==> config.mk <==
export PLATFORM = sky130hd
export DESIGN_NAME = gsr_gpio_routing
export DESIGN_NICKNAME = d
export VERILOG_FILES = /design/src/hdl/gsr_pin_sync.v /design/src/hdl/gsr_gpio_routing.v
export VERILOG_INCLUDE_DIRS = /design/src /design/src/hdl
export SDC_FILE = /design/constraint.sdc
export NUM_CORES = 1
export LEC_CHECK = 0
export ABC_AREA = 1
export BUFFER_PORTS_ARGS = -buffer_cell sky130_fd_sc_hd__buf_2
export CORE_MARGIN = 1
export CORE_UTILIZATION = 52
export DETAILED_ROUTE_END_ITERATION = 6
export PLACE_DENSITY = 0.83
export SLEW_MARGIN = 20
export SYNTH_ARGS = -nofsm -noshare
export SYNTH_HDL_FRONTEND = slang
export SYNTH_SLANG_ARGS = --single-unit
==> constraint.sdc <==
create_clock -name clk_in -period 1.9 [get_ports clk_in]
set_clock_uncertainty 0.05 [all_clocks]
set_input_delay 0.095 -clock clk_in [delete_from_list [all_inputs] [get_ports clk_in]]
set_output_delay 0.095 -clock clk_in [all_outputs]
set_load 0.03 [all_outputs]
==> src/hdl/gsr_defines.vh <==
`ifndef GSR_DEFINES_VH
`define GSR_DEFINES_VH

// ------------------------------------------------------------
// register offsets
// ------------------------------------------------------------
`define GSR_ADDR_OUTPUT_PIN_CFG 8'h0C
`define GSR_ADDR_INPUT_PIN_CFG 8'h0D
`define GSR_ADDR_PIN_VALUE_MONITOR 8'h0E
`define GSR_ADDR_SERIAL_PORT_ROUTING 8'h0F

// ------------------------------------------------------------
// reset values
// ------------------------------------------------------------
`define GSR_RST_OUTPUT_PIN_CFG 8'h00
`define GSR_RST_INPUT_PIN_CFG 8'h00
`define GSR_RST_PIN_VALUE_MONITOR 8'h00
`define GSR_RST_SERIAL_PORT_ROUTING 8'h00

// ------------------------------------------------------------
// field positions
// ------------------------------------------------------------
`define GSR_OUTPIN_FUNC_HI 7
`define GSR_OUTPIN_FUNC_LO 4
`define GSR_OUTPIN_RSVD_BIT 3
`define GSR_OUTPIN_DRIVE_HI 2
`define GSR_OUTPIN_DRIVE_LO 0
`define GSR_INPIN_ENABLE_BIT 1
`define GSR_INPIN_RSVD_BIT 0
`define GSR_VAL_BIDIR_A_OUT 7
`define GSR_VAL_BIDIR_B_OUT 6
`define GSR_VAL_OUTPIN_OUT 5
`define GSR_MON_BIDIR_A 3
`define GSR_MON_BIDIR_B 2
`define GSR_MON_INPIN 1
`define GSR_ROUTE_CONTROL_CLOCK_HI 6
`define GSR_ROUTE_CONTROL_CLOCK_LO 5
`define GSR_ROUTE_DIN2_HI 4
`define GSR_ROUTE_DIN2_LO 2
`define GSR_ROUTE_BCLK_BIT 1
`define GSR_ROUTE_FSYNC_BIT 0

// ------------------------------------------------------------
// drive style codes
// ------------------------------------------------------------
`define GSR_DRV_HIZ 3'h0
`define GSR_DRV_PUSH_PULL 3'h1
`define GSR_DRV_LOW_WEAKHIGH 3'h2
`define GSR_DRV_LOW_ONLY 3'h3
`define GSR_DRV_WEAKLOW_HIGH 3'h4
`define GSR_DRV_HIGH_ONLY 3'h5

// ------------------------------------------------------------
// function selector codes
// ------------------------------------------------------------
`define GSR_FUNC_DISABLED 4'h0
`define GSR_FUNC_INPUT 4'h1
`define GSR_FUNC_GPO 4'h2
`define GSR_FUNC_PRI_DOUT 4'h5
`define GSR_FUNC_PRI_DOUT2 4'h6
`define GSR_FUNC_SEC_DOUT 4'h7
`define GSR_FUNC_SEC_DOUT2 4'h8
`define GSR_FUNC_DOUT_MUXED 4'hC
`define GSR_FUNC_DAISY 4'hD

// ------------------------------------------------------------
// routing source codes
// ------------------------------------------------------------
`define GSR_SRC_OFF 3'h0
`define GSR_SRC_BIDIR_A 3'h1
`define GSR_SRC_BIDIR_B 3'h2
`define GSR_SRC_INPIN 3'h3
`define GSR_SRC_DOUT_PIN 3'h4
`define GSR_SRC_PRI_DIN 3'h5

// ------------------------------------------------------------
// synchroniser stage count
// ------------------------------------------------------------
`define GSR_SYNC_STAGES 3

`endif

==> src/hdl/gsr_pin_sync.v <==
`timescale 1ns/1ps
`include "gsr_defines.vh"

// ------------------------------------------------------------
// per-bit pin synchroniser with agreement filter
// ------------------------------------------------------------
module gsr_pin_sync #(
  parameter WIDTH = 7
) (
  // clock and reset
  input wire clk_in,
  input wire resetn_in,
  // raw pins and clean levels
  input wire [WIDTH-1:0] pin_in,
  output wire [WIDTH-1:0] level_out
);

  genvar i;
  generate
    for (i = 0; i < WIDTH; i = i + 1) begin : g_bit
      reg meta;
      reg stage2;
      reg stage3;
      reg level;
      // first flop only feeds the second; level moves once stages two and three agree
      always @(posedge clk_in or negedge resetn_in) begin
        if (!resetn_in) begin
          meta <= 1'b0;
          stage2 <= 1'b0;
          stage3 <= 1'b0;
          level <= 1'b0;
        end else begin
          meta <= pin_in[i];
          stage2 <= meta;
          stage3 <= stage2;
          if (stage2 == stage3) begin
            level <= stage3;
          end
        end
      end
      assign level_out[i] = level;
    end
  endgenerate

endmodule

==> src/hdl/gsr_gpio_routing.v <==
`timescale 1ns/1ps
`include "gsr_defines.vh"

module gsr_gpio_routing (
  // clock and reset
  input wire clk_in,
  input wire resetn_in,
  // register port
  input wire [7:0] reg_addr_in,
  input wire [7:0] reg_wdata_in,
  input wire reg_wr_in,
  input wire reg_rd_in,
  output reg [7:0] reg_rdata_out,
  // mode and function selections held elsewhere
  input wire spi_mode_in,
  input wire spi_sdo_in,
  input wire [3:0] bidir_a_function_sel_in,
  input wire [3:0] bidir_b_function_sel_in,
  input wire [15:0] outpin_func_src_in,
  // bidirectional pin a
  input wire bidir_pin_a_in,
  output reg bidir_pin_a_out,
  output reg bidir_pin_a_oe_out,
  // bidirectional pin b
  input wire bidir_pin_b_in,
  output reg bidir_pin_b_out,
  output reg bidir_pin_b_oe_out,
  // dedicated output pin
  output reg dedicated_out_pin_out,
  output reg dedicated_out_pin_oe_out,
  output reg dedicated_out_pin_weak_out,
  // dedicated input pin
  input wire dedicated_in_pin_in,
  output reg chip_select_n_out,
  // serial audio pins and secondary port
  input wire bitclk_pin_in,
  input wire framesync_pin_in,
  input wire dout_pin_in,
  input wire primary_din_pin_in,
  input wire secondary_bitclk_in,
  input wire secondary_framesync_in,
  // routed signals
  output reg control_clock_out,
  output reg primary_data_in2_out,
  output reg primary_bitclk_out,
  output reg primary_framesync_out
);

  // ------------------------------------------------------------
  // registers
  // ------------------------------------------------------------
  reg [7:0] output_pin_cfg;
  reg [7:0] input_pin_cfg;
  reg [2:0] out_levels;
  reg [1:0] ctrl_clock_source;
  reg [2:0] primary_data_in2_source;
  reg primary_bitclk_source;
  reg primary_framesync_source;

  wire [3:0] outpin_function_sel;
  wire [2:0] outpin_drive_style;
  wire inpin_enable;
  wire bidir_a_out_level;
  wire bidir_b_out_level;
  wire outpin_out_level;

  assign outpin_function_sel = output_pin_cfg[`GSR_OUTPIN_FUNC_HI:`GSR_OUTPIN_FUNC_LO];
  assign outpin_drive_style = output_pin_cfg[`GSR_OUTPIN_DRIVE_HI:`GSR_OUTPIN_DRIVE_LO];
  assign inpin_enable = input_pin_cfg[`GSR_INPIN_ENABLE_BIT];
  assign bidir_a_out_level = out_levels[2];
  assign bidir_b_out_level = out_levels[1];
  assign outpin_out_level = out_levels[0];

  // ------------------------------------------------------------
  // pin synchronisers
  // ------------------------------------------------------------
  wire [6:0] sync_level;
  wire a_sync;
  wire b_sync;
  wire in_sync;
  wire bclk_sync;
  wire fsync_sync;
  wire dout_sync;
  wire din_sync;

  // every sensed pin passes the filter before use
  gsr_pin_sync #(
    .WIDTH(7)
  ) u_sync (
    .clk_in(clk_in),
    .resetn_in(resetn_in),
    .pin_in({bidir_pin_a_in, bidir_pin_b_in, dedicated_in_pin_in, bitclk_pin_in,
      framesync_pin_in, dout_pin_in, primary_din_pin_in}),
    .level_out(sync_level)
  );

  assign a_sync = sync_level[6];
  assign b_sync = sync_level[5];
  assign in_sync = sync_level[4];
  assign bclk_sync = sync_level[3];
  assign fsync_sync = sync_level[2];
  assign dout_sync = sync_level[1];
  assign din_sync = sync_level[0];

  // ------------------------------------------------------------
  // pin enables and monitor bits
  // ------------------------------------------------------------
  wire a_is_input;
  wire b_is_input;
  wire in_is_input;
  wire [7:0] monitor_view;

  assign a_is_input = (bidir_a_function_sel_in == `GSR_FUNC_INPUT);
  assign b_is_input = (bidir_b_function_sel_in == `GSR_FUNC_INPUT);
  // spi mode takes the pin over as chip select, enable bit no longer matters
  assign in_is_input = inpin_enable && !spi_mode_in;

  // each pin's monitor bit reads zero unless the pin is set up as an input; bits 7 to 5 read back the written levels
  assign monitor_view = {out_levels, 1'b0,
    a_is_input & a_sync,
    b_is_input & b_sync,
    in_is_input & in_sync,
    1'b0};

  // ------------------------------------------------------------
  // register writes and reads
  // ------------------------------------------------------------
  // reserved bits of the monitor and routing offsets are not stored; 0x0C bit 3 and 0x0D bit 0 keep what is written
  always @(posedge clk_in or negedge resetn_in) begin
    if (!resetn_in) begin
      output_pin_cfg <= `GSR_RST_OUTPUT_PIN_CFG;
      input_pin_cfg <= `GSR_RST_INPUT_PIN_CFG;
      out_levels <= 3'h0;
      ctrl_clock_source <= 2'h0;
      primary_data_in2_source <= 3'h0;
      primary_bitclk_source <= 1'b0;
      primary_framesync_source <= 1'b0;
    end else if (reg_wr_in) begin
      if (reg_addr_in == `GSR_ADDR_OUTPUT_PIN_CFG) begin
        output_pin_cfg <= reg_wdata_in;
      end else if (reg_addr_in == `GSR_ADDR_INPUT_PIN_CFG) begin
        input_pin_cfg <= {6'h00, reg_wdata_in[`GSR_INPIN_ENABLE_BIT],
          reg_wdata_in[`GSR_INPIN_RSVD_BIT]};
      end else if (reg_addr_in == `GSR_ADDR_PIN_VALUE_MONITOR) begin
        out_levels <= reg_wdata_in[`GSR_VAL_BIDIR_A_OUT:`GSR_VAL_OUTPIN_OUT];
      end else if (reg_addr_in == `GSR_ADDR_SERIAL_PORT_ROUTING) begin
        ctrl_clock_source <= reg_wdata_in[`GSR_ROUTE_CONTROL_CLOCK_HI:`GSR_ROUTE_CONTROL_CLOCK_LO];
        primary_data_in2_source <= reg_wdata_in[`GSR_ROUTE_DIN2_HI:`GSR_ROUTE_DIN2_LO];
        primary_bitclk_source <= reg_wdata_in[`GSR_ROUTE_BCLK_BIT];
        primary_framesync_source <= reg_wdata_in[`GSR_ROUTE_FSYNC_BIT];
      end
    end
  end

  // read data held until the next read; unmapped offsets answer zero
  always @(posedge clk_in or negedge resetn_in) begin
    if (!resetn_in) begin
      reg_rdata_out <= 8'h00;
    end else if (reg_rd_in) begin
      if (reg_addr_in == `GSR_ADDR_OUTPUT_PIN_CFG) begin
        reg_rdata_out <= output_pin_cfg;
      end else if (reg_addr_in == `GSR_ADDR_INPUT_PIN_CFG) begin
        reg_rdata_out <= input_pin_cfg;
      end else if (reg_addr_in == `GSR_ADDR_PIN_VALUE_MONITOR) begin
        reg_rdata_out <= monitor_view;
      end else if (reg_addr_in == `GSR_ADDR_SERIAL_PORT_ROUTING) begin
        reg_rdata_out <= {1'b0, ctrl_clock_source, primary_data_in2_source,
          primary_bitclk_source, primary_framesync_source};
      end else begin
        reg_rdata_out <= 8'h00;
      end
    end
  end

  // ------------------------------------------------------------
  // dedicated output pin
  // ------------------------------------------------------------
  reg next_out;
  reg next_oe;
  reg next_weak;
  reg outpin_level;
  reg outpin_is_audio;

  // level source, then spi mode, a disabled or audio function, or else the drive style decides strong, weak or released
  always @* begin
    outpin_level = outpin_func_src_in[outpin_function_sel];
    if (outpin_function_sel == `GSR_FUNC_GPO) begin
      outpin_level = outpin_out_level;
    end
    outpin_is_audio = (outpin_function_sel == `GSR_FUNC_PRI_DOUT) ||
      (outpin_function_sel == `GSR_FUNC_PRI_DOUT2) ||
      (outpin_function_sel == `GSR_FUNC_SEC_DOUT) ||
      (outpin_function_sel == `GSR_FUNC_SEC_DOUT2) ||
      (outpin_function_sel == `GSR_FUNC_DOUT_MUXED) ||
      (outpin_function_sel == `GSR_FUNC_DAISY);
    next_out = outpin_level;
    next_oe = 1'b0;
    next_weak = 1'b0;
    if (spi_mode_in) begin
      next_out = spi_sdo_in;
      next_oe = 1'b1;
    end else if (outpin_function_sel == `GSR_FUNC_DISABLED) begin
      next_oe = 1'b0;
    end else if (outpin_is_audio) begin
      next_oe = 1'b1;
    end else begin
      case (outpin_drive_style)
        `GSR_DRV_PUSH_PULL: begin
          next_oe = 1'b1;
        end
        `GSR_DRV_LOW_WEAKHIGH: begin
          next_oe = !outpin_level;
          next_weak = outpin_level;
        end
        `GSR_DRV_LOW_ONLY: begin
          next_oe = !outpin_level;
        end
        `GSR_DRV_WEAKLOW_HIGH: begin
          next_oe = outpin_level;
          next_weak = !outpin_level;
        end
        `GSR_DRV_HIGH_ONLY: begin
          next_oe = outpin_level;
        end
        default: begin
          // high impedance and the reserved codes release the pin
          next_oe = 1'b0;
        end
      endcase
    end
  end

  // ------------------------------------------------------------
  // routing muxes
  // ------------------------------------------------------------
  reg next_control_clock;
  reg next_din2;

  always @* begin
    case (ctrl_clock_source)
      2'h1: next_control_clock = a_sync;
      2'h2: next_control_clock = b_sync;
      2'h3: next_control_clock = in_sync;
      default: next_control_clock = 1'b0;
    endcase
    case (primary_data_in2_source)
      `GSR_SRC_BIDIR_A: next_din2 = a_sync;
      `GSR_SRC_BIDIR_B: next_din2 = b_sync;
      `GSR_SRC_INPIN: next_din2 = in_sync;
      `GSR_SRC_DOUT_PIN: next_din2 = dout_sync;
      `GSR_SRC_PRI_DIN: next_din2 = din_sync;
      default: next_din2 = 1'b0;
    endcase
  end

  // ------------------------------------------------------------
  // output flops
  // ------------------------------------------------------------
  // all pins and routed signals leave from flops to keep them glitch free
  always @(posedge clk_in or negedge resetn_in) begin
    if (!resetn_in) begin
      bidir_pin_a_out <= 1'b0;
      bidir_pin_a_oe_out <= 1'b0;
      bidir_pin_b_out <= 1'b0;
      bidir_pin_b_oe_out <= 1'b0;
      dedicated_out_pin_out <= 1'b0;
      dedicated_out_pin_oe_out <= 1'b0;
      dedicated_out_pin_weak_out <= 1'b0;
      chip_select_n_out <= 1'b1;
      control_clock_out <= 1'b0;
      primary_data_in2_out <= 1'b0;
      primary_bitclk_out <= 1'b0;
      primary_framesync_out <= 1'b0;
    end else begin
      bidir_pin_a_out <= bidir_a_out_level;
      bidir_pin_a_oe_out <= (bidir_a_function_sel_in == `GSR_FUNC_GPO);
      bidir_pin_b_out <= bidir_b_out_level;
      bidir_pin_b_oe_out <= (bidir_b_function_sel_in == `GSR_FUNC_GPO);
      dedicated_out_pin_out <= next_out;
      dedicated_out_pin_oe_out <= next_oe;
      dedicated_out_pin_weak_out <= next_weak;
      chip_select_n_out <= spi_mode_in ? in_sync : 1'b1;
      control_clock_out <= next_control_clock;
      primary_data_in2_out <= next_din2;
      primary_bitclk_out <= primary_bitclk_source ? secondary_bitclk_in : bclk_sync;
      primary_framesync_out <= primary_framesync_source ? secondary_framesync_in
        : fsync_sync;
    end
  end

endmodule

==> reports/metrics.yaml <==
initial_utilization_pct: 55.0
r2r_start: "output_pin_cfg[4]"
vias: 2440
grt.overflow.total: 0
hold_path_depth: 3
cts-resized-gates: 0
port_buffers: 73
wl_per_cell_um: 13.6
rows: 26
dr.pass1.iters: 4
startpoint_type: "flip-flop"
combPwrFrac_pct: 11.0
yosysUniqueCellTypes: 36
cp_cell_sequence: "inv_2 > nand2_1 > nand2_1 > nand2_1 > nand3_1 > nand3_1 > nand2_1 > nand2_1 > nand4_1 > nand2_1 > nand2_1"
setup_slack_ns: 0.281
netlist_area_mm2: 0.00286
crit_family: "simple AND/OR/NAND/NOR gates"
ir_worst_vdd_mv: 0.639
min-delay-start: "reg_wdata_in[5]"
setup_viol: 0
cts_tree: "built"
setup.worst_path.end_class: "flip-flop"
place_worst_setup_slack_ns: 0.321
die_area_mm2: 0.00581
r2r_setup_slack_ns: 0.28
post_cts_buffers: 0
crit_path_max_incr_delay_ns: 0.52
ys.flop_type: "dfrtp_1"
area_delta_synth_final_pct: 32.7
diodes: 0
place.gp.congestion: 0.840
p_int_mw: 2.42
ys_seq_elements: 68
p_seq_share_pct: 49.3
drive_gt1_share_pct: 29.9
clkTransAtPathRegs_ns: 0.07
clock_power_share_pct: 39.7
drv_cap: 0
cp.required_ns: 2.08
layout.nets: 455
fin_tns_setup_ns: 0
cp-startpoint: "output_pin_cfg[4]"
p_switching_uw: 772
pwr_density_cell_mw_per_mm2: 841
syn_avg_cell_area_um2: 9.84
p_leak_nw: 1.88
cts_max_path_buffers: 2
period_minus_slack_ns: 1.62
reg2regPathDepth: 11
worstHoldPathType: "primary input to flip-flop"
yosysSeqAreaShare_pct: 59.5
max_slew_margin_pct: 59.6
clk_latency_ns: 0.33
min_delay_worst_endpoint: "ctrl_clock_source[0]"
post-route-period-util_pct: 85.2
place_hpwl_um: 4390
grt_pass1_vias: 2516
rsz0062_at_grt: "false"
drt_iter0_markers: 226
worst_pin_slew_ns: 0.605
dieWidth_um: 76.2
clk_root_buffer_cell: "clkbuf_8"
postRouteAntennaNets: 0
cts_inserted_buffers: 9
crit_top_cell: "nand2_1"
pin_count: 75
grt_max_degree: 44
netlist_instances: 291
postSynth.asyncResetShare_pct: 100
layout_common_cells: "nand2_1 (75), buf_2 (73), dfrtp_1 (67), inv_1 (27), dlygate4sd3_1 (27)"
final_hold_viol_count: 0
reg2reg_to: "dedicated_out_pin_oe_out"
fp.coreArea_mm2: 0.00520
cp.arrival_ns: 1.79
antenna_found_initial: 0
post-route-util_pct: 73.0
clock_sinks: 68
crit_buf_inv: 1
grt_pass1_wl_um: 11000
final_common_cell: "nand2_1"
drc: 0
dieHeight_um: 76.2
synth_edf_count: 0
crit_fanout: 9
drt_wl_total_um: 6470
yosys_warnings: 0
syn_nets: 346
run_status: "completed"
switching_share_pct: 24.2
slew_violations: 0
max_clock_freq_mhz: 618
slowest_stage: "dfrtp_1"
cts_max_level: 3
via_per_inst: 5.14
grt_use_total_pct: 24.4
criticalPathCategory: "flip-flop to flip-flop"
flip-flops by register name, indices dropped and copies added, names as in the netlist, 2 cells and up:
name                     cells
u_sync.g_bit.level           7
u_sync.g_bit.meta            7
out_levels                   3
reg_rdata_out                8
output_pin_cfg               8
ctrl_clock_source            2
u_sync.g_bit.stage2          7
u_sync.g_bit.stage3          7
input_pin_cfg                2
primary_data_in2_source      3
power by group through the flow:
stage / combinational (mW) / sequential, mW / clock (mW)
after floorplan: 0.134 / 1.62 / 0
after global placement: 0.295 / 1.60 / 0
after detailed placement: 0.308 / 1.60 / 0
after CTS: 0.349 / 1.57 / 1.28
after global routing: 0.390 / 1.58 / 1.36
final: 0.353 / 1.58 / 1.27
kinds of logic after synthesis:
family / share of synthesized area, %
AND/OR/NAND/NOR: 22.1
flip-flops: 59.5
AO/OA/AOI/OAI: 9.52
buffers and inverters: 5.72
adder cells (fa/ha/maj): 2.45
multiplexers: 0.786
worst max-delay path by stage:
stage / slack (ns) / cells past startpoint / end
6_report: 0.28 / 11 / dedicated_out_pin_oe_out
3_3_place_gp: 0.39 / 11 / dedicated_out_pin_oe_out
3_5_place_dp: 0.32 / 9 / dedicated_out_pin_oe_out
2_1_floorplan: 0.55 / 11 / dedicated_out_pin_oe_out
5_1_grt: 0.17 / 11 / dedicated_out_pin_oe_out
4_1_cts: 0.11 / 7 / bidir_pin_b_oe_out
layout make-up:
type	count	area, µm²
flip-flops and latches	68	1700
fillers	372	1410
multi-input cells	186	997
repair buffers	102	663
clock buffers	13	179
inverters	33	128
well taps	70	87.6
clock inverters	3	42.5
what timing repair did:
| action | in CTS | in global routing |
|---|---|---|
| endpoints found under the hold margin | 49 | 1 |
| hold buffers | 26 | 2 |
| setup endpoints to repair | 0 | 1 |
layer usage:
layer,vias to the layer above,routed length (µm),GRT usage (%)
met4,0,219,13.5
met1,1150,2650,27.7
met5,-,0,0
met3,27,309,4.91
li1,1170,-,-
met2,93,3290,42.8
through the flow:
stage	instances	area, µm²	total power, mW	hold WS (ns)
after detailed placement	432	3310	1.91	0.0794
after floorplan	291	2860	1.76	-0.251
after global routing	475	3800	3.33	0.0153
final	475	3800	3.20	0.00854
after CTS	474	3790	3.20	0.00851
after global placement	432	3310	1.89	0.0731
tightest hold or removal path, delay by kind of cell:
family / cells / cell delay [ns]
buf+inv: 2 / 0.14
compound gates: 1 / 0.12
cell usage after synthesis (2+ instances only):
library cell | number | area share [%]
a21oi_1 | 6 | 1.0
buf_2 | 2 | 0.35
dfrtp_1 | 67 | 59
inv_1 | 27 | 3.5
inv_2 | 3 | 0.39
maj3_1 | 7 | 2.4
mux2_2 | 2 | 0.79
nand2_1 | 75 | 9.8
nand2_2 | 5 | 1.1
nand3_1 | 13 | 2.3
nand4_1 | 5 | 1.1
nor2_1 | 21 | 2.8
nor3_1 | 2 | 0.35
nor4_4 | 2 | 1.5
o211ai_1 | 2 | 0.52
o21ai_0 | 8 | 1.4
o21ai_1 | 16 | 2.8
o21ai_2 | 7 | 2.1
o32ai_1 | 2 | 0.61
or2_2 | 3 | 0.66
Power figures use the tool's default switching activity.
